$ cat src/pkg/gpeb_pkg.sv
// Register map, field widths and reset values for the GPIO edge enable block
package gpeb_pkg;

	// Bus geometry
	localparam int ADDR_W = 12;
	localparam int DATA_W = 32;

	// Pin counts per bank
	localparam int BANK0_W = 32;
	localparam int BANK1_W = 18;

	// Synchroniser depth on pin inputs
	localparam int SYNC_STAGES = 3;

	// Pin level, readable enables and edge status
	localparam logic [11:0] OFS_LEVEL_B0 = 12'h000;
	localparam logic [11:0] OFS_LEVEL_B1 = 12'h004;
	localparam logic [11:0] OFS_RISE_EN_B0 = 12'h030;
	localparam logic [11:0] OFS_RISE_EN_B1 = 12'h034;
	localparam logic [11:0] OFS_FALL_EN_B0 = 12'h03C;
	localparam logic [11:0] OFS_FALL_EN_B1 = 12'h040;
	localparam logic [11:0] OFS_STATUS_B0 = 12'h048;
	localparam logic [11:0] OFS_STATUS_B1 = 12'h04C;

	// Bitwise set and clear of the edge enables
	localparam logic [11:0] OFS_RISE_SET_B0 = 12'h06C;
	localparam logic [11:0] OFS_RISE_SET_B1 = 12'h070;
	localparam logic [11:0] OFS_RISE_CLR_B0 = 12'h078;
	localparam logic [11:0] OFS_RISE_CLR_B1 = 12'h07C;
	localparam logic [11:0] OFS_FALL_SET_B0 = 12'h084;
	localparam logic [11:0] OFS_FALL_SET_B1 = 12'h088;
	localparam logic [11:0] OFS_FALL_CLR_B0 = 12'h090;
	localparam logic [11:0] OFS_FALL_CLR_B1 = 12'h094;

	// Edge status mask
	localparam logic [11:0] OFS_MASK_B0 = 12'h09C;
	localparam logic [11:0] OFS_MASK_B1 = 12'h0A0;

	// Reset values
	localparam logic [31:0] RST_B0 = 32'h0000_0000;
	localparam logic [17:0] RST_B1 = 18'h0_0000;

endpackage

$ cat src/hdl/gpeb_pin_sync.sv
// Pin input synchroniser with agreed-level tracking and edge pulses
`timescale 1ns/1ps

module gpeb_pin_sync #(
	parameter int WIDTH = 32
) (
	// Clock and reset
	input wire logic pclk,
	input wire logic presetn,
	// Raw pins from outside the clock domain
	input wire logic [WIDTH-1:0] pin_in,
	// Settled level and one-cycle edge pulses
	output logic [WIDTH-1:0] level,
	output logic [WIDTH-1:0] rise,
	output logic [WIDTH-1:0] fall
);

	// Three flops; stage one is read only by stage two
	logic [WIDTH-1:0] s1_r, s2_r, s3_r;
	logic [WIDTH-1:0] s1_nxt, s2_nxt, s3_nxt;
	// Accepted level, moves only when stages two and three agree
	logic [WIDTH-1:0] level_r, level_nxt;

	// Next-state for the chain and the accepted level
	always_comb begin
		s1_nxt = pin_in;
		s2_nxt = s1_r;
		s3_nxt = s2_r;
		// A single-cycle glitch never reaches both stages, so it is dropped
		level_nxt = (s2_r & s3_r) | (level_r & (s2_r | s3_r));
	end

	// Registers only
	always_ff @(posedge pclk or negedge presetn) begin
		if (!presetn) begin
			s1_r <= '0;
			s2_r <= '0;
			s3_r <= '0;
			level_r <= '0;
		end else begin
			s1_r <= s1_nxt;
			s2_r <= s2_nxt;
			s3_r <= s3_nxt;
			level_r <= level_nxt;
		end
	end

	// Edges are the change of the accepted level, one cycle each
	assign level = level_r;
	assign rise = level_nxt & ~level_r;
	assign fall = ~level_nxt & level_r;

endmodule // gpeb_pin_sync

$ cat src/hdl/gpeb_top.sv
// APB register block for GPIO edge enables, edge status and its mask
// What this block does
// - Rise set write sets enables where one
// - Rise clear write clears enables where one
// - Fall set write sets enables where one
// - Fall clear write clears enables where one
// - Per-pin mask bit: zero masks, one passes
// - Mask bits reset to zero
// - Bank one implements bits seventeen to zero
// - Enabled rising pin edge sets status bit
// - Enabled falling pin edge sets status bit
// - Status sticky, cleared by writing one
`timescale 1ns/1ps

module gpeb_top (
	// Clock and reset
	input wire logic pclk,
	input wire logic presetn,
	// APB slave
	input wire logic psel,
	input wire logic penable,
	input wire logic pwrite,
	input wire logic [11:0] paddr,
	input wire logic [31:0] pwdata,
	output logic [31:0] prdata,
	output logic pready,
	output logic pslverr,
	// Pin inputs, both banks
	input wire logic [31:0] gpio_in_b0,
	input wire logic [17:0] gpio_in_b1,
	// Enable and status vectors toward the rest of the port
	output logic [31:0] rise_en_b0,
	output logic [17:0] rise_en_b1,
	output logic [31:0] fall_en_b0,
	output logic [17:0] fall_en_b1,
	output logic [31:0] edge_status_b0,
	output logic [17:0] edge_status_b1,
	// Combined edge event request
	output logic irq
);

	// Bitwise set then clear; a word with both bits sees the clear last
	function automatic logic [31:0] set_clr(input logic [31:0] cur,
		input logic [31:0] set_bits, input logic [31:0] clr_bits);
		set_clr = (cur | set_bits) & ~clr_bits;
	endfunction

	// Address compare, used for every register
	function automatic logic hit(input logic [11:0] a, input logic [11:0] ofs);
		hit = (a == ofs);
	endfunction

	// Rising and falling enables per bank
	logic [31:0] rise_b0_r, rise_b0_nxt;
	logic [17:0] rise_b1_r, rise_b1_nxt;
	logic [31:0] fall_b0_r, fall_b0_nxt;
	logic [17:0] fall_b1_r, fall_b1_nxt;
	// Interrupt mask per bank, gates status into the request
	logic [31:0] mask_b0_r, mask_b0_nxt;
	logic [17:0] mask_b1_r, mask_b1_nxt;
	// Sticky edge status per bank
	logic [31:0] stat_b0_r, stat_b0_nxt;
	logic [17:0] stat_b1_r, stat_b1_nxt;
	// Registered read data and error
	logic [31:0] rdata_r, rdata_nxt;
	logic err_r, err_nxt;
	// Registered interrupt level
	logic irq_r, irq_nxt;

	// Synchronised pins and their edges
	logic [31:0] lvl_b0, rise_p_b0, fall_p_b0;
	logic [17:0] lvl_b1, rise_p_b1, fall_p_b1;

	// Bus phase decodes
	logic setup_ph;
	logic wr_acc;
	logic known;
	// Write data seen by bank one, upper bits dropped
	logic [31:0] wd_b1;
	// Per-register write strobes, full width
	logic [31:0] w_rs0, w_rs1, w_rc0, w_rc1;
	logic [31:0] w_fs0, w_fs1, w_fc0, w_fc1;
	logic [31:0] w_st0, w_st1;
	// Edge events per bank
	logic [31:0] ev_b0;
	logic [17:0] ev_b1;
	// Widened bank one values for the shared function
	logic [31:0] upd_r1, upd_f1;

	// Bank zero pin synchroniser
	gpeb_pin_sync #(
		.WIDTH(gpeb_pkg::BANK0_W)
	) u_sync_b0 (
		.pclk(pclk),
		.presetn(presetn),
		.pin_in(gpio_in_b0),
		.level(lvl_b0),
		.rise(rise_p_b0),
		.fall(fall_p_b0)
	);

	// Bank one pin synchroniser
	gpeb_pin_sync #(
		.WIDTH(gpeb_pkg::BANK1_W)
	) u_sync_b1 (
		.pclk(pclk),
		.presetn(presetn),
		.pin_in(gpio_in_b1),
		.level(lvl_b1),
		.rise(rise_p_b1),
		.fall(fall_p_b1)
	);

	// Address decode; zero-wait slave so the access phase ends at once
	always_comb begin
		setup_ph = psel & ~penable;
		wr_acc = psel & penable & pwrite;
		known = hit(paddr, gpeb_pkg::OFS_LEVEL_B0) | hit(paddr, gpeb_pkg::OFS_LEVEL_B1)
			| hit(paddr, gpeb_pkg::OFS_RISE_EN_B0) | hit(paddr, gpeb_pkg::OFS_RISE_EN_B1)
			| hit(paddr, gpeb_pkg::OFS_FALL_EN_B0) | hit(paddr, gpeb_pkg::OFS_FALL_EN_B1)
			| hit(paddr, gpeb_pkg::OFS_STATUS_B0) | hit(paddr, gpeb_pkg::OFS_STATUS_B1)
			| hit(paddr, gpeb_pkg::OFS_RISE_SET_B0) | hit(paddr, gpeb_pkg::OFS_RISE_SET_B1)
			| hit(paddr, gpeb_pkg::OFS_RISE_CLR_B0) | hit(paddr, gpeb_pkg::OFS_RISE_CLR_B1)
			| hit(paddr, gpeb_pkg::OFS_FALL_SET_B0) | hit(paddr, gpeb_pkg::OFS_FALL_SET_B1)
			| hit(paddr, gpeb_pkg::OFS_FALL_CLR_B0) | hit(paddr, gpeb_pkg::OFS_FALL_CLR_B1)
			| hit(paddr, gpeb_pkg::OFS_MASK_B0) | hit(paddr, gpeb_pkg::OFS_MASK_B1);
		// upper bits ignored, so stray ones are harmless
		wd_b1 = {14'h0000, pwdata[17:0]};
	end

	// Write strobes: data where the access is a write to that address
	always_comb begin
		w_rs0 = (wr_acc && hit(paddr, gpeb_pkg::OFS_RISE_SET_B0)) ? pwdata : 32'h0000_0000;
		w_rs1 = (wr_acc && hit(paddr, gpeb_pkg::OFS_RISE_SET_B1)) ? wd_b1 : 32'h0000_0000;
		w_rc0 = (wr_acc && hit(paddr, gpeb_pkg::OFS_RISE_CLR_B0)) ? pwdata : 32'h0000_0000;
		w_rc1 = (wr_acc && hit(paddr, gpeb_pkg::OFS_RISE_CLR_B1)) ? wd_b1 : 32'h0000_0000;
		w_fs0 = (wr_acc && hit(paddr, gpeb_pkg::OFS_FALL_SET_B0)) ? pwdata : 32'h0000_0000;
		w_fs1 = (wr_acc && hit(paddr, gpeb_pkg::OFS_FALL_SET_B1)) ? wd_b1 : 32'h0000_0000;
		w_fc0 = (wr_acc && hit(paddr, gpeb_pkg::OFS_FALL_CLR_B0)) ? pwdata : 32'h0000_0000;
		w_fc1 = (wr_acc && hit(paddr, gpeb_pkg::OFS_FALL_CLR_B1)) ? wd_b1 : 32'h0000_0000;
		w_st0 = (wr_acc && hit(paddr, gpeb_pkg::OFS_STATUS_B0)) ? pwdata : 32'h0000_0000;
		w_st1 = (wr_acc && hit(paddr, gpeb_pkg::OFS_STATUS_B1)) ? wd_b1 : 32'h0000_0000;
	end

	// Enable next values
	always_comb begin
		rise_b0_nxt = set_clr(rise_b0_r, w_rs0, w_rc0);
		upd_r1 = set_clr({14'h0000, rise_b1_r}, w_rs1, w_rc1);
		rise_b1_nxt = upd_r1[17:0];
		fall_b0_nxt = set_clr(fall_b0_r, w_fs0, w_fc0);
		upd_f1 = set_clr({14'h0000, fall_b1_r}, w_fs1, w_fc1);
		fall_b1_nxt = upd_f1[17:0];
	end

	// Enable registers
	always_ff @(posedge pclk or negedge presetn) begin
		if (!presetn) begin
			rise_b0_r <= gpeb_pkg::RST_B0;
			rise_b1_r <= gpeb_pkg::RST_B1;
			fall_b0_r <= gpeb_pkg::RST_B0;
			fall_b1_r <= gpeb_pkg::RST_B1;
		end else begin
			rise_b0_r <= rise_b0_nxt;
			rise_b1_r <= rise_b1_nxt;
			fall_b0_r <= fall_b0_nxt;
			fall_b1_r <= fall_b1_nxt;
		end
	end

	// Mask next values, plain read-write
	always_comb begin
		mask_b0_nxt = mask_b0_r;
		mask_b1_nxt = mask_b1_r;
		if (wr_acc && hit(paddr, gpeb_pkg::OFS_MASK_B0)) begin
			mask_b0_nxt = pwdata;
		end
		if (wr_acc && hit(paddr, gpeb_pkg::OFS_MASK_B1)) begin
			mask_b1_nxt = wd_b1[17:0];
		end
	end

	// Mask registers
	always_ff @(posedge pclk or negedge presetn) begin
		if (!presetn) begin
			mask_b0_r <= gpeb_pkg::RST_B0;
			mask_b1_r <= gpeb_pkg::RST_B1;
		end else begin
			mask_b0_r <= mask_b0_nxt;
			mask_b1_r <= mask_b1_nxt;
		end
	end

	// Sticky status next values
	always_comb begin
		ev_b0 = (rise_p_b0 & rise_b0_r) | (fall_p_b0 & fall_b0_r);
		ev_b1 = (rise_p_b1 & rise_b1_r) | (fall_p_b1 & fall_b1_r);
		// write one clears, new edge wins
		stat_b0_nxt = (stat_b0_r & ~w_st0) | ev_b0;
		stat_b1_nxt = (stat_b1_r & ~w_st1[17:0]) | ev_b1;
	end

	// Status registers
	always_ff @(posedge pclk or negedge presetn) begin
		if (!presetn) begin
			stat_b0_r <= gpeb_pkg::RST_B0;
			stat_b1_r <= gpeb_pkg::RST_B1;
		end else begin
			stat_b0_r <= stat_b0_nxt;
			stat_b1_r <= stat_b1_nxt;
		end
	end

	// Interrupt level from next status, so it follows status by no extra cycle
	always_comb begin
		irq_nxt = |(stat_b0_nxt & mask_b0_nxt) | |(stat_b1_nxt & mask_b1_nxt);
	end

	// Interrupt register
	always_ff @(posedge pclk or negedge presetn) begin
		if (!presetn) begin
			irq_r <= 1'b0;
		end else begin
			irq_r <= irq_nxt;
		end
	end

	// Read mux, captured in the setup cycle; write-only registers read zero
	always_comb begin
		rdata_nxt = rdata_r;
		err_nxt = err_r;
		if (setup_ph) begin
			err_nxt = ~known;
			rdata_nxt = 32'h0000_0000;
			if (!pwrite) begin
				case (paddr)
					gpeb_pkg::OFS_LEVEL_B0: begin
						rdata_nxt = lvl_b0;
					end
					gpeb_pkg::OFS_LEVEL_B1: begin
						rdata_nxt = {14'h0000, lvl_b1};
					end
					gpeb_pkg::OFS_RISE_EN_B0: begin
						rdata_nxt = rise_b0_r;
					end
					gpeb_pkg::OFS_RISE_EN_B1: begin
						rdata_nxt = {14'h0000, rise_b1_r};
					end
					gpeb_pkg::OFS_FALL_EN_B0: begin
						rdata_nxt = fall_b0_r;
					end
					gpeb_pkg::OFS_FALL_EN_B1: begin
						rdata_nxt = {14'h0000, fall_b1_r};
					end
					gpeb_pkg::OFS_STATUS_B0: begin
						rdata_nxt = stat_b0_r;
					end
					gpeb_pkg::OFS_STATUS_B1: begin
						rdata_nxt = {14'h0000, stat_b1_r};
					end
					gpeb_pkg::OFS_MASK_B0: begin
						rdata_nxt = mask_b0_r;
					end
					gpeb_pkg::OFS_MASK_B1: begin
						rdata_nxt = {14'h0000, mask_b1_r};
					end
					default: begin
						// Write-only and unmapped read as zero
						rdata_nxt = 32'h0000_0000;
					end
				endcase
			end
		end
	end

	// Read data and error registers
	always_ff @(posedge pclk or negedge presetn) begin
		if (!presetn) begin
			rdata_r <= 32'h0000_0000;
			err_r <= 1'b0;
		end else begin
			rdata_r <= rdata_nxt;
			err_r <= err_nxt;
		end
	end

	// Status seen by a read is the value one cycle before the access edge
	assign prdata = rdata_r;
	assign pready = 1'b1;
	assign pslverr = psel & penable & err_r;

	// Vectors toward the port
	assign rise_en_b0 = rise_b0_r;
	assign rise_en_b1 = rise_b1_r;
	assign fall_en_b0 = fall_b0_r;
	assign fall_en_b1 = fall_b1_r;
	assign edge_status_b0 = stat_b0_r;
	assign edge_status_b1 = stat_b1_r;
	assign irq = irq_r;

endmodule // gpeb_top

$ cat config.mk
export PLATFORM = sky130hd
export DESIGN_NAME = gpeb_top
export DESIGN_NICKNAME = d
export VERILOG_FILES = /design/src/pkg/gpeb_pkg.sv /design/src/hdl/gpeb_pin_sync.sv /design/src/hdl/gpeb_top.sv
export SDC_FILE = /design/constraint.sdc
export NUM_CORES = 1
export LEC_CHECK = 0
export BUFFER_PORTS_ARGS = -buffer_cell sky130_fd_sc_hd__buf_4
export CAP_MARGIN = 20
export CORE_MARGIN = 5
export CORE_UTILIZATION = 40
export DETAILED_ROUTE_END_ITERATION = 7
export PLACE_DENSITY_LB_ADDON = 0.05
export SYNTH_ARGS = -nofsm -noshare
export SYNTH_HDL_FRONTEND = slang
export SYNTH_SLANG_ARGS = --single-unit
$ cat constraint.sdc
create_clock -name pclk -period 2.2 [get_ports pclk]
set_input_delay 0.11 -clock pclk [delete_from_list [all_inputs] [get_ports pclk]]
set_output_delay 0.11 -clock pclk [all_outputs]
set_load 0.005 [all_outputs]
Word level (Yosys, flattened, before mapping)
Index checks and enable logic that the tools add are counted.
{ "totals": {"elab_cells": 131, "out_inout_bits": 185, "regBits": 434, "latchBits": 0, "mem_bits_rw": 0, "memories": 0, "inputBits": 99, "romBits": 0} }
{ "op_classes": {"n_mux": 14, "n_reduce_logical": 15, "div_mod_pow": 0, "n_shift": 0, "n_eq_ne": 17, "n_addsub": 0, "n_mul": 0, "order_cmp": 0, "bitwise_logic": 66} }
{ "op_table": {"columns": ["op", "n"], "rows": [
  ["$and 32x32->32", 10],
  ["$pmux 32 s10", 1],
  ["$mux 32", 7],
  ["$or 32x32->32", 6],
  ["$and 18x18->18", 10],
  ["$not 32->32", 5],
  ["$mux 18", 6],
  ["$or 18x18->18", 6],
  ["$not 18->18", 5],
  ["$eq 12x7->1 const B", 7],
  ["$eq 12x8->1 const B", 6],
  ["$eq 12x6->1 const B", 3],
  ["$reduce_or 32->1", 1],
  ["$or 1x1->1", 18],
  ["$reduce_or 18->1", 1],
  ["$eq 12x3->1 const B", 1],
  ["$logic_and 1x1->1", 12],
  ["$logic_not 12->1", 1],
  ["$and 1x1->1", 4],
  ["$not 1->1", 2]
]} }

Longest topological paths before layout
Gate-level depths: netlist (run 1).
{ "depth": {"word_depth": 19, "mapped_depth": 10, "depth_no_buf": 7} }

Modules after synthesis
A second synthesis (run 1) with hierarchy kept.
{ "hier_totals": {"hier_cells": 1415, "hier_area_um2": 17475.5} }
{ "modules_own_cells": {"columns": ["mod", "area_each_um2", "cells_per_inst", "instances", "seq_area_each_um2"], "rows": [
  ["gpeb_top", 11031.8, 1065, 1, 5855.6],
  ["gpeb_pin_sync (u_sync_b0)", 4124.0, 224, 1, 3203.1],
  ["gpeb_pin_sync (u_sync_b1)", 2319.7, 126, 1, 1801.7]
]} }

Worst setup path after synthesis (run 1)
Ideal clock, no wire load.
{ "synth_path": {"path_kind": "input to register", "from": "input paddr[5]", "to": "register irq_r, in the netlist irq", "n_path_buf": 2, "arrival_time_ns": 2.358, "setup_slack_ns": -0.296, "setup_ns": 0.139, "t_required_ns": 2.061, "path_stages": 9, "cell_sequence": "buf_2 -> nor4bb_1 -> nand4_2 -> buf_6 -> mux2_4 -> a21boi_0 -> a2111oi_2 -> nand4_1 -> or4_1"} }
{ "synth_via": {"elab_cells_between_ends": 23, "cone_classes": "eq/ne: 4; mux: 4; bitwise: 9; reduce/logical: 6"} }
{ "synth_lines": {"columns": ["element", "line_no", "text"], "rows": [
  ["start, declared", "gpeb_top.sv:23", "input wire logic [11:0] paddr,"],
  ["$eq 12x8->1", "gpeb_top.sv:50", "hit = (a == ofs);"],
  ["$logic_and 1x1->1", "gpeb_top.sv:174", "if (wr_acc && hit(paddr, gpeb_pkg::OFS_MASK_B0)) begin"],
  ["$mux 32", "gpeb_top.sv:174", null],
  ["named net mask_b0_nxt[22]", "gpeb_top.sv:59", "logic [31:0] mask_b0_r, mask_b0_nxt;"],
  ["$and 32x32->32", "gpeb_top.sv:215", "irq_nxt = |(stat_b0_nxt & mask_b0_nxt) | |(stat_b1_nxt & mask_b1_nxt);"],
  ["$reduce_or 32->1", "gpeb_top.sv:215", null],
  ["$or 1x1->1", "gpeb_top.sv:215", null],
  ["named net irq_nxt", "gpeb_top.sv:68", "logic irq_r, irq_nxt;"],
  ["end signal, assigned", "gpeb_top.sv:223", "irq_r <= irq_nxt;"],
  ["end, declared", "gpeb_top.sv:68", null]
]} }
The timed path passes the listed nets, and every way through them passes these cells.
A chain may end at the register's enable or synchronous reset.

Worst setup path after layout (run 1)
{ "layout_path": {"from": "input paddr[1]", "to": "register irq_r, in the netlist irq"} }
{ "layout_via": {"elab_chain_cells": 9, "elab_cells_between_ends": 23, "cone_classes": "eq/ne: 4; mux: 4; bitwise: 9; reduce/logical: 6"} }
{ "layout_lines": {"columns": ["element", "line_no"], "rows": [
  ["$eq 12x7->1", "gpeb_top.sv:50"],
  ["$logic_and 1x1->1 (on tied branches)", "gpeb_top.sv:141, gpeb_top.sv:142"],
  ["$mux 32 or $mux 18 (tied branches)", "gpeb_top.sv:141, gpeb_top.sv:142"],
  ["$not 32->32 or $not 18->18 (tied branches)", "gpeb_top.sv:198, gpeb_top.sv:199"],
  ["$and 32x32->32 or $and 18x18->18 (tied branches)", "gpeb_top.sv:198, gpeb_top.sv:199"],
  ["$or 32x32->32 or $or 18x18->18 (tied branches)", "gpeb_top.sv:198, gpeb_top.sv:199"],
  ["$and 32x32->32 or $and 18x18->18 (tied branches)", "gpeb_top.sv:215"],
  ["$reduce_or 32->1 or $reduce_or 18->1 (tied branches)", "gpeb_top.sv:215"],
  ["$or 1x1->1 *", "gpeb_top.sv:215"],
  ["named net irq_nxt", "gpeb_top.sv:68"]
]} }
Mark *: on every way through the listed nets, which the timed path passes. The rest lies on a longest branch.

==> results_tabular.tex, run 1 <==
\begin{tabular}{lr}
\hline
Metric & Value \\
\hline
\multicolumn{2}{l}{\textbf{Setup path}} \\
Category of cells accounting for the largest share of critical-path delay & simple AND/OR/NAND/NOR gates \\
Worst reg2reg path endpoint & irq \\
Reg-to-reg setup timing slack & approximately 0.01 ns \\
Critical path launch point type & primary input \\
Sequence of cells on the critical path & buf\_4, nor4\_4, buf\_6, buf\_4, nand4\_1, buf\_6, buf\_4, mux2i\_2, a21oi\_1, a2111oi\_4, nand4\_1, or4\_1 \\
Worst path max stage delay & 0.53 ns \\
Type of the worst setup path & in2reg \\
Endpoint required time on the critical path & 2.66 ns \\
R2R cell count & 6 \\
Largest fanout on the critical path & 7 \\
Slowest library cell on the worst path & sky130\_fd\_sc\_hd\_\_or4\_1 \\
Critical path capture point type & flop \\
Most prevalent standard cell on the critical path & sky130\_fd\_sc\_hd\_\_buf\_4 \\
Reg-to-reg critical path startpoint & u\_sync\_b1.s2\_r[0] \\
Data arrival time of the critical path & 2.70 ns \\
Buffer and inverter count on the worst path & 5 \\
\multicolumn{2}{l}{\textbf{Clocking}} \\
CTS sink count & 434 \\
Insertion delay of the later-clocked pin in the worst-skew pair & slightly below 0.6 ns \\
H-tree levels & 2 \\
Root Buffer Master & sky130\_fd\_sc\_hd\_\_clkbuf\_16 \\
TritonCTS Buffers & 48 \\
CTS max path bufs & 3 \\
Clock tree from TritonCTS & yes \\
Post-CTS clock slew at the launch and capture registers of the worst setup and hold paths & approximately 0.060 ns \\
\multicolumn{2}{l}{\textbf{Global routing}} \\
Wire length of the first global-routing pass & slightly below 100000 µm \\
Aggregate global-route resource usage & 27.7\% \\
Vias in the first global route & about 15000 \\
Remaining global-route overflow & 0 \\
Antenna violations before repair & 1 \\
Largest net degree at the start of global routing & 77 \\
\multicolumn{2}{l}{\textbf{Synth}} \\
Total number of yosys warnings & 0 \\
Fraction of post-synthesis cell area in the top cell type by area & a little under two thirds \\
Cell Area, Synth & 0.0171 mm² \\
Synthesis-stage register bit count & 434 \\
Number of nets in the synthesized netlist & 1495 \\
EDFF count, synth & 0 \\
Leading post-synthesis cells by cell area & sky130\_fd\_sc\_hd\_\_dfrtp\_1 63\%, sky130\_fd\_sc\_hd\_\_a21oi\_1 6.2\%, sky130\_fd\_sc\_hd\_\_mux2\_2 3.0\%, sky130\_fd\_sc\_hd\_\_a22oi\_1 2.8\%, sky130\_fd\_sc\_hd\_\_maj3\_1 2.8\% \\
Mapped Cells & roughly 1400 \\
Post-synthesis cell type with the largest combined area & sky130\_fd\_sc\_hd\_\_dfrtp\_1 \\
Register area share after synthesis & 63.4\% \\
Unique masters post-synth & 55 \\
Primary flip-flop cell chosen by synthesis mapping & sky130\_fd\_sc\_hd\_\_dfrtp\_1 \\
Average size of a mapped cell & $\sim$12 µm² \\
Fraction of registers with async set or reset after synthesis & 100\% \\
\multicolumn{2}{l}{\textbf{Detailed routing}} \\
Detailed-route DRC error count & 0 \\
Initial DRC Count & between 1000 and 1500 \\
Via count & between 10000 and 15000 \\
Total length of routed wires & around 66000 µm \\
Number of nets with antenna violations after routing & 0 \\
Router iterations before antenna repair & 6 \\
Average routed wire per standard cell & about 26 µm \\
Via density per instance & roughly 5.7 \\
\multicolumn{2}{l}{\textbf{Cells and area}} \\
Fill cell count & approximately 3600 \\
Number of nets in the finished design & slightly above 2000 \\
Filler-free cell count of the finished design & around 2500 \\
Fraction of the core area covered by cells at the end of the flow & between 50\% and 60\% \\
Share of final-layout standard cells stronger than drive strength 1 & about a third \\
Ant. Diodes & 0 \\
Layout area overhead & 41.6\% \\
\multicolumn{2}{l}{\textbf{Die}} \\
Std-Cell Core Area & 0.0421 mm² \\
Standard-cell rows & between 70 and 80 \\
Width of the chip & 217 µm \\
Number of top-level pins & around 280 \\
Vertical die dimension & roughly 220 µm \\
Area enclosed by the die boundary & about 0.047 mm² \\
Effective utilization at floorplan & $\sim$41\% \\
\multicolumn{2}{l}{\textbf{Pwr}} \\
Leak pwr & 11.4 nW \\
Peak ir drop on the vdd network & approximately 530 µV \\
Share of power burned in the clock network & around 47\% \\
Logic gate share of total power & 5.4\% \\
Proportion of total power due to net switching & 22.8\% \\
Net switching power of the design & $\sim$4.0 mW \\
Internal Power & $\sim$14 mW \\
Power density relative to cell area & around 720 mW/mm² \\
Relative contribution of sequential cells to total power & between 40 and 50\% \\
\multicolumn{2}{l}{\textbf{Placed design}} \\
Number of buffers inserted by port buffering & roughly 280 \\
HPWL reported at the end of detailed placement & about 46000 µm \\
Dpl cells & roughly 2400 \\
Gp weighted congestion & roughly 0.92 \\
Setup slack at placement & -1.08 ns \\
\multicolumn{2}{l}{\textbf{Flow run}} \\
Reported max-cap violation count & 0 \\
\multicolumn{2}{l}{\textbf{STA}} \\
Clk\_skew & $\sim$0.023 ns \\
Min Hold Slack & 0.0714 ns \\
Hold Vio Cnt, Final & 0 \\
Actual slew at the worst max-slew pin & 0.871 ns \\
Count of pins over their slew limit & 0 \\
Final period util & 102\% \\
Upper clock frequency limit & $\sim$450 MHz \\
Setup Viol. Count Final & 1 \\
Normalized max-slew margin & about two fifths \\
Final worst path period need & about 2.2 ns \\
Worst Setup Slack, final & -0.0400 ns \\
RSZ-0062 raised after global routing & true \\
Final-layout setup total negative slack & -0.0400 ns \\
\multicolumn{2}{l}{\textbf{Outcome}} \\
Violations in the final reports & setup timing \\
Outcome & finished, violations left \\
\multicolumn{2}{l}{\textbf{Hold path}} \\
Path class of the lowest-slack min-delay path & in2async \\
\hline
\end{tabular}
-- sequential cells by signal (all words and copies together) (netlist names) --
| signal | count |
|---|---|
| edge_status_b0 | 32 |
| edge_status_b1 | 18 |
| prdata | 32 |
| u_sync_b0.level | 32 |
| u_sync_b0.s1_r | 32 |
| err_r | 1 |
| rise_en_b0 | 32 |
| fall_en_b1 | 18 |
| mask_b0_r | 32 |
| u_sync_b1.s3_r | 18 |
| u_sync_b1.s1_r | 18 |
| mask_b1_r | 18 |
| u_sync_b0.s3_r | 32 |
| u_sync_b1.s2_r | 18 |
| u_sync_b1.level | 18 |
| fall_en_b0 | 32 |
| u_sync_b0.s2_r | 32 |
| rise_en_b1 | 18 |
| irq | 1 |
-- metal layers --
metal  share of wire (%)  up-vias  wire [µm]  track usage [%]
met2                  46      591      30600             44.1
met1                  43     7353      28200             38.6
li1                    -     6438          -                -
met3                 7.7      129       5100             5.63
met5               0.011        -          7                0
met4                 3.0        2       2000             8.51
-- kinds of logic (layout without fill, tap and decap cells) --
kind of cell | after synthesis | in the layout | share of synthesized area, %
flip-flops | 434 | 434 | 63.4
buffers and inverters | 112 | 718 | 2.67
AO/OA/AOI/OAI | 484 | 484 | 18.2
other | 1 | 1 | 0.0219
adder cells (fa/ha/maj) | 48 | 48 | 2.81
multiplexers | 60 | 60 | 3.93
AND/OR/NAND/NOR | 257 | 257 | 8.91
-- cell type report --
cell class	instances	area, µm²	area share (%)
clock buffers	73	1480	6.08
multi-input cells	850	6050	24.9
repair buffers	598	4930	20.3
inverters	34	128	0.526
flip-flops and latches	434	10900	44.8
clock inverters	13	136	0.562
well taps	539	674	2.78
-- power by group through the flow --
stage               registers (mW)  clock network (mW)  logic [mW]
finish                        8.42                8.17       0.943
global route                  8.45                8.64        1.03
CTS                           8.42                8.32       0.947
detailed placement            8.56                   0       0.822
global placement              8.55                   0       0.809
floorplan                     8.52                   0       0.235
-- through the flow --
stage | power [mW] | instance area [µm²]
CTS | 17.7 | 24200
global route | 18.1 | 24300
global placement | 9.36 | 21600
floorplan | 8.75 | 17100
finish | 17.5 | 24300
detailed placement | 9.38 | 21600
-- cell usage in the layout (no fill, tap or decap), types with 39 or more instances in the layout --
master,count
sky130_fd_sc_hd__mux2_2,46
sky130_fd_sc_hd__dfrtp_1,434
sky130_fd_sc_hd__dlygate4sd3_1,83
sky130_fd_sc_hd__a21oi_1,211
sky130_fd_sc_hd__o21ai_0,45
sky130_fd_sc_hd__buf_4,493
sky130_fd_sc_hd__nand2_1,79
sky130_fd_sc_hd__maj3_1,48
sky130_fd_sc_hd__clkbuf_16,48
sky130_fd_sc_hd__a22oi_1,64
sky130_fd_sc_hd__a22o_1,39
-- worst reg2reg max path, delay by kind of cell (launching register included) --
family,cells,cell delay [ns]
AND/OR/NAND/NOR,3,0.88
AO/OA/AOI/OAI,3,0.81
flip-flops,1,0.41
-- cells in the mapped netlist, types with 4 or more instances --
library cell / number
sky130_fd_sc_hd__a2111oi_0: 6
sky130_fd_sc_hd__a21boi_0: 18
sky130_fd_sc_hd__a21oi_1: 213
sky130_fd_sc_hd__a221oi_1: 4
sky130_fd_sc_hd__a222oi_1: 32
sky130_fd_sc_hd__a22o_1: 39
sky130_fd_sc_hd__a22oi_1: 65
sky130_fd_sc_hd__a31oi_1: 18
sky130_fd_sc_hd__and4b_1: 22
sky130_fd_sc_hd__buf_2: 8
sky130_fd_sc_hd__clkbuf_1: 64
sky130_fd_sc_hd__dfrtp_1: 434
sky130_fd_sc_hd__inv_1: 34
sky130_fd_sc_hd__maj3_1: 48
sky130_fd_sc_hd__mux2_2: 46
sky130_fd_sc_hd__mux2i_1: 11
sky130_fd_sc_hd__nand2_1: 79
sky130_fd_sc_hd__nand2b_1: 5
sky130_fd_sc_hd__nand3_1: 13
sky130_fd_sc_hd__nand4_1: 22
sky130_fd_sc_hd__nand4b_1: 28
sky130_fd_sc_hd__nor2_1: 35
sky130_fd_sc_hd__nor3_1: 10
sky130_fd_sc_hd__nor4bb_1: 4
sky130_fd_sc_hd__o21a_1: 6
sky130_fd_sc_hd__o21ai_0: 51
sky130_fd_sc_hd__o311ai_0: 14
sky130_fd_sc_hd__o31ai_1: 11
sky130_fd_sc_hd__or2_2: 12
-- worst max path at each step --
stage | end | slack (ns) | startpoint | depth (start not counted)
2_1_floorplan | irq | -0.24 | paddr[8] | 8
3_3_place_gp | irq | -0.98 | paddr[2] | 9
3_5_place_dp | irq | -1.08 | paddr[2] | 9
4_1_cts | irq | 0.002 | u_sync_b1.s2_r[0] | 6
5_1_grt | irq | -0.13 | paddr[1] | 12
6_report | irq | -0.04 | paddr[1] | 12
-- repair_timing --
action	CTS	global route
hold buffers	83	0
pin swaps	8	6
endpoints found under the setup margin	1	1
buffers inserted	5	2
resized for setup	33	18
hold endpoints to repair	642	0
(Power assumes the default switching activity.)
==> inputs of run 2 (changes only) <==
- CELL_PAD_IN_SITES_DETAIL_PLACEMENT: unset -> 0
- CELL_PAD_IN_SITES_GLOBAL_PLACEMENT: unset -> 2
- CORE_UTILIZATION: 40 -> 38
==> results_tabular.tex, run 2 (same netlist as run 1, synthesis figures left out) <==
\begin{tabular}{lr}
\hline
Metric & Value \\
\hline
\multicolumn{2}{l}{\textbf{Outcome}} \\
Outcome & finished, violations left \\
Violations in the final reports & setup timing \\
\multicolumn{2}{l}{\textbf{Cells and area}} \\
Filler-free cell count of the finished design & approximately 2600 \\
Fill cell count & 3821 \\
Layout area overhead & 44.7\% \\
Fin area & 0.0248 mm² \\
Most frequent cells in the layout & 510 x sky130\_fd\_sc\_hd\_\_buf\_4, 434 x sky130\_fd\_sc\_hd\_\_dfrtp\_1, 208 x sky130\_fd\_sc\_hd\_\_a21oi\_1 \\
Most frequent standard cell in the layout excluding fill and tap cells & sky130\_fd\_sc\_hd\_\_buf\_4 \\
Fraction of the core area covered by cells at the end of the flow & about 56\% \\
Share of final-layout standard cells stronger than drive strength 1 & between 30\% and 40\% \\
Ant. Diodes & 0 \\
Number of nets in the finished design & about 2100 \\
\multicolumn{2}{l}{\textbf{Die}} \\
Width of the chip & 222 µm \\
Std-Cell Core Area & $\sim$0.044 mm² \\
Standard-cell rows & between 70 and 80 \\
Area enclosed by the die boundary & roughly 0.049 mm² \\
Vertical die dimension & between 200 and 250 µm \\
Number of top-level pins & roughly 280 \\
Effective utilization at floorplan & around 39\% \\
\multicolumn{2}{l}{\textbf{Setup path}} \\
Data arrival time of the critical path & approximately 2.8 ns \\
Type of the worst setup path & in2reg \\
Critical path launch point type & primary input \\
Critical path capture point type & flop \\
Startpoint of the worst setup timing path & paddr[8] \\
R2R cell count & 6 \\
Largest fanout on the critical path & 6 \\
Endpoint required time on the critical path & approximately 2.7 ns \\
Reg-to-reg critical path startpoint & u\_sync\_b0.s2\_r[3] \\
\multicolumn{2}{l}{\textbf{STA}} \\
Setup Viol. Count Final & 1 \\
Worst Setup Slack, final & -0.153 ns \\
Actual slew at the worst max-slew pin & $\sim$0.68 ns \\
Hold Vio Cnt, Final & 0 \\
Count of pins over their slew limit & 0 \\
Clk\_skew & around 0.018 ns \\
Upper clock frequency limit & roughly 430 MHz \\
Min Hold Slack & roughly 0.075 ns \\
RSZ-0062 raised after global routing & true \\
Normalized max-slew margin & a little over half \\
Final worst path period need & $\sim$2.4 ns \\
Final period util & 107\% \\
Final-layout setup total negative slack & -0.153 ns \\
\multicolumn{2}{l}{\textbf{Clocking}} \\
Post-CTS clock slew at the launch and capture registers of the worst setup and hold paths & approximately 0.060 ns \\
Root Buffer Master & sky130\_fd\_sc\_hd\_\_clkbuf\_16 \\
Clock tree from TritonCTS & yes \\
CTS sink count & approximately 430 \\
TritonCTS Buffers & between 40 and 50 \\
Insertion delay of the later-clocked pin in the worst-skew pair & 0.57 ns \\
CTS max path bufs & 3 \\
H-tree levels & 2 \\
\multicolumn{2}{l}{\textbf{Detailed routing}} \\
Router iterations before antenna repair & 8 \\
Via density per instance & 5.60 \\
Via count & around 15000 \\
Average routed wire per standard cell & approximately 26 µm \\
Detailed-route DRC error count & 0 \\
Total length of routed wires & $\sim$67000 µm \\
Initial DRC Count & 1414 \\
Number of nets with antenna violations after routing & 0 \\
\multicolumn{2}{l}{\textbf{Placed design}} \\
Number of buffers inserted by port buffering & 282 \\
Setup slack at placement & -1.02 ns \\
Placed standard-cell area & 0.0218 mm² \\
Gp weighted congestion & between 0.8 and 0.9 \\
HPWL reported at the end of detailed placement & 46900 µm \\
Dpl cells & roughly 2400 \\
\multicolumn{2}{l}{\textbf{Global routing}} \\
Vias in the first global route & 14800 \\
Largest net degree at the start of global routing & 75 \\
Antenna violations before repair & 0 \\
Aggregate global-route resource usage & approximately a quarter \\
Remaining global-route overflow & 0 \\
Wire length of the first global-routing pass & 98300 µm \\
\multicolumn{2}{l}{\textbf{Flow run}} \\
Reported max-cap violation count & 0 \\
\multicolumn{2}{l}{\textbf{Pwr}} \\
Peak ir drop on the vdd network & between 600 and 700 µV \\
Leak pwr & between 10 and 15 nW \\
Total power of the final layout & 18.2 mW \\
Power density relative to cell area & 733 mW/mm² \\
\multicolumn{2}{l}{\textbf{Hold path}} \\
Path class of the lowest-slack min-delay path & in2async \\
\hline
\end{tabular}
[run 2: changes by cell type in the layout (fill, tap and decap cells not counted), moves of 3 or more]
cell	previous run	this run
sky130_fd_sc_hd__buf_6	4	10
sky130_fd_sc_hd__a31oi_2	1	7
sky130_fd_sc_hd__o311ai_1	5	2
sky130_fd_sc_hd__a31oi_1	17	9
sky130_fd_sc_hd__a21boi_0	16	12
sky130_fd_sc_hd__bufinv_16	2	10
sky130_fd_sc_hd__a21oi_1	211	208
sky130_fd_sc_hd__a21boi_1	1	5
sky130_fd_sc_hd__clkbuf_8	18	8
sky130_fd_sc_hd__buf_4	493	510
sky130_fd_sc_hd__o21ai_0	45	42
[run 2: metal layers]
metal,routed length [µm],global-route usage [%],share of wire (%)
met1,29000,36.9,43
met2,31000,40.9,46
met3,5430,6.39,8.1
met4,1680,7.28,2.5
met5,63,0.978,0.094
[run 2: worst paths after layout]
kind | to | slack, ns
min in group pclk | prdata[31] | 0.17
worst min register to register | u_sync_b0.s2_r[6] | 0.35
worst min-delay path | u_sync_b1.s2_r[2] | 0.07
worst max register to register | irq | -0.10
max in group asynchronous | fall_en_b0[30] | 1.31
worst max-delay path | irq | -0.15
[run 2: power breakdown]
group	switching [mW]	internal, mW	leakage [nW]	total [mW]
clock network	3.27	5.49	0.839	8.76
registers	0.197	8.23	5.41	8.42
logic	0.500	0.480	5.34	0.980
total	3.97	14.2	11.6	18.2
[run 2: what timing repair did]
action	CTS	global route
setup endpoints to repair	1	1
hold endpoints to repair	608	0
buffers inserted	5	4
cloned	0	0
hold buffers	83	0
pin swaps	15	16
gates resized for setup	62	27
[run 2: area by class of cell]
class / count / area [µm²] / share of cell area, %
Inverter: 34 / 128 / 0.515
Multi-Input combinational cell: 850 / 6190 / 25.0
Tap cell: 592 / 741 / 2.99
Clock buffer: 64 / 1360 / 5.50
Sequential cell: 434 / 10900 / 43.8
Timing Repair Buffer: 622 / 5140 / 20.8
Clock inverter: 19 / 350 / 1.41
[run 2: worst max-delay path: stages]
cell	delay (ns)
sky130_fd_sc_hd__buf_6	0.10
sky130_fd_sc_hd__nor4_4	0.26
sky130_fd_sc_hd__buf_6	0.16
sky130_fd_sc_hd__buf_6	0.11
sky130_fd_sc_hd__nand4_1	0.19
sky130_fd_sc_hd__buf_6	0.24
sky130_fd_sc_hd__buf_8	0.15
sky130_fd_sc_hd__o21ai_4	0.19
sky130_fd_sc_hd__a21oi_4	0.09
sky130_fd_sc_hd__a2111oi_4	0.39
sky130_fd_sc_hd__nand4_1	0.24
sky130_fd_sc_hd__or4_1	0.56
==> inputs of run 3 (changes only) <==
- CTS_CLUSTER_DIAMETER: unset -> 150
- PLACE_DENSITY_LB_ADDON: 0.05 -> 0.12
- SKIP_LAST_GASP: unset -> 1
==> results_tabular.tex, run 3 (same netlist as run 1, synthesis figures left out) <==
\begin{tabular}{lr}
\hline
Metric & Value \\
\hline
\multicolumn{2}{l}{\textbf{Global routing}} \\
Largest net degree at the start of global routing & 59 \\
Routing usage on met3 & 6.03\% \\
M2 GR Usage & a little over two fifths \\
Antenna violations before repair & 1 \\
Fraction of met1 tracks used by global routing & $\sim$37\% \\
Vias in the first global route & roughly 15000 \\
Most Used Layer, Global Route & met2 \\
Wire length of the first global-routing pass & between 90000 and 100000 µm \\
Remaining global-route overflow & 0 \\
Aggregate global-route resource usage & a little over a quarter \\
\multicolumn{2}{l}{\textbf{Pwr}} \\
Total power of the final layout & roughly 18 mW \\
Leak pwr & between 10 and 15 nW \\
Power density relative to cell area & between 700 and 800 mW/mm² \\
Peak ir drop on the vdd network & 532 µV \\
\multicolumn{2}{l}{\textbf{Cells and area}} \\
Number of nets in the finished design & 2111 \\
Ant. Diodes & 0 \\
Share of final-layout standard cells stronger than drive strength 1 & between 30\% and 40\% \\
Most frequent standard cell in the layout excluding fill and tap cells & sky130\_fd\_sc\_hd\_\_buf\_4 \\
Layout area overhead & 46.2\% \\
Fin area & 0.0250 mm² \\
Fraction of the core area covered by cells at the end of the flow & a little under three fifths \\
Most frequent cells in the layout & 514 x sky130\_fd\_sc\_hd\_\_buf\_4, 433 x sky130\_fd\_sc\_hd\_\_dfrtp\_1, 208 x sky130\_fd\_sc\_hd\_\_a21oi\_1 \\
\multicolumn{2}{l}{\textbf{STA}} \\
Count of pins over their slew limit & 0 \\
Normalized max-slew margin & approximately 47\% \\
Min Hold Slack & 0.0657 ns \\
Clk\_skew & roughly 0.021 ns \\
Hold Vio Cnt, Final & 0 \\
Actual slew at the worst max-slew pin & approximately 0.79 ns \\
Final period util & 104\% \\
Worst Setup Slack, final & -0.0786 ns \\
Setup Viol. Count Final & 1 \\
Upper clock frequency limit & between 400 and 500 MHz \\
Final worst path period need & roughly 2.3 ns \\
RSZ-0062 raised after global routing & true \\
\multicolumn{2}{l}{\textbf{Clocking}} \\
Root Buffer Master & sky130\_fd\_sc\_hd\_\_clkbuf\_16 \\
CTS max path bufs & 3 \\
TritonCTS Buffers & 48 \\
CTS sink count & between 400 and 500 \\
Clock tree from TritonCTS & yes \\
H-tree levels & 2 \\
Insertion delay of the later-clocked pin in the worst-skew pair & approximately 0.6 ns \\
Post-CTS clock slew at the launch and capture registers of the worst setup and hold paths & 0.06 ns \\
\multicolumn{2}{l}{\textbf{Outcome}} \\
Outcome & finished, violations left \\
Violations in the final reports & setup timing \\
\multicolumn{2}{l}{\textbf{Die}} \\
Std-Cell Core Area & 0.0444 mm² \\
Vertical die dimension & roughly 220 µm \\
Area enclosed by the die boundary & 0.0494 mm² \\
Effective utilization at floorplan & 38.6\% \\
Number of top-level pins & between 200 and 300 \\
Standard-cell rows & 77 \\
Width of the chip & 222 µm \\
\multicolumn{2}{l}{\textbf{Setup path}} \\
Critical path capture point type & flop \\
Reg-to-reg critical path startpoint & u\_sync\_b1.s2\_r[0] \\
Largest fanout on the critical path & 7 \\
Type of the worst setup path & in2reg \\
Data arrival time of the critical path & approximately 2.7 ns \\
Startpoint of the worst setup timing path & paddr[11] \\
Endpoint required time on the critical path & 2.66 ns \\
Critical path launch point type & primary input \\
\multicolumn{2}{l}{\textbf{Detailed routing}} \\
Via density per instance & 5.57 \\
Total length of routed wires & between 60000 and 70000 µm \\
Initial DRC Count & roughly 1400 \\
Average routed wire per standard cell & 25.5 µm \\
Router iterations before antenna repair & 8 \\
Number of nets with antenna violations after routing & 0 \\
Via count & $\sim$15000 \\
Detailed-route DRC error count & 0 \\
\multicolumn{2}{l}{\textbf{Placed design}} \\
HPWL reported at the end of detailed placement & roughly 47000 µm \\
Number of buffers inserted by port buffering & between 200 and 300 \\
Gp weighted congestion & about 0.90 \\
Placed standard-cell area & between 0.02 and 0.025 mm² \\
\multicolumn{2}{l}{\textbf{Flow run}} \\
Reported max-cap violation count & 0 \\
\multicolumn{2}{l}{\textbf{Hold path}} \\
Path class of the lowest-slack min-delay path & in2async \\
\hline
\end{tabular}
-- run 3: what timing repair did --
item / in CTS / in global routing
setup endpoints to repair: 1 / 1
hold endpoints to repair: 608 / 0
pin swaps: 14 / 20
hold buffers: 83 / 0
setup buffers: 5 / 14
resized for setup: 42 / 75
gates cloned: 0 / 0
-- run 3: cell type report --
cell class,instances,area (µm²)
inverter,34,128
fill,3826,19400
multi-input combinational,850,6240
clock inverter,21,214
tap,592,741
clock buffer,66,1400
timing repair buffer,644,5450
sequential,434,10900
-- run 3: report_power, final --
part,switching [mW],internal (mW)
Sequential,0.193,8.23
Combinational,0.505,0.504
Clock,3.37,4.91
Total,4.07,13.6
-- run 3: per-stage QoR --
stage	TNS (ns)	worst slack, ns	std cells
2_1_floorplan	-1.80	-0.242	1396
3_3_place_gp	-14.97	-0.960	2452
3_5_place_dp	-16.93	-0.998	2452
4_1_cts	-0.0396	-0.0396	2627
5_1_grt	-0.539	-0.189	2641
6_report	-0.0786	-0.0786	2641
-- run 3: worst paths after layout --
path	to	slack (ns)	cells past startpoint
max	irq	-0.08	11
min	u_sync_b0.s1_r[1]	0.07	2
max reg2reg	irq	-0.04	7
min reg2reg	u_sync_b1.s2_r[13]	0.34	0
max in group asynchronous	rise_en_b0[11]	1.25	3
min in group pclk	err_r	0.14	4
-- run 3: critical path, stage by stage --
cell                        delay, ns
sky130_fd_sc_hd__buf_8           0.10
sky130_fd_sc_hd__buf_6           0.11
sky130_fd_sc_hd__nor4bb_4        0.27
sky130_fd_sc_hd__buf_4           0.18
sky130_fd_sc_hd__nand4_4         0.15
sky130_fd_sc_hd__buf_12          0.19
sky130_fd_sc_hd__mux2_4          0.31
sky130_fd_sc_hd__o21a_4          0.15
sky130_fd_sc_hd__a2111oi_4       0.41
sky130_fd_sc_hd__nand4_1         0.21
sky130_fd_sc_hd__or4_1           0.54
-- run 3: metal layers --
layer	up-vias	wire, µm
met5	-	0
li1	6524	-
met2	599	32200
met1	7500	28400
met3	94	5080
met4	0	1540
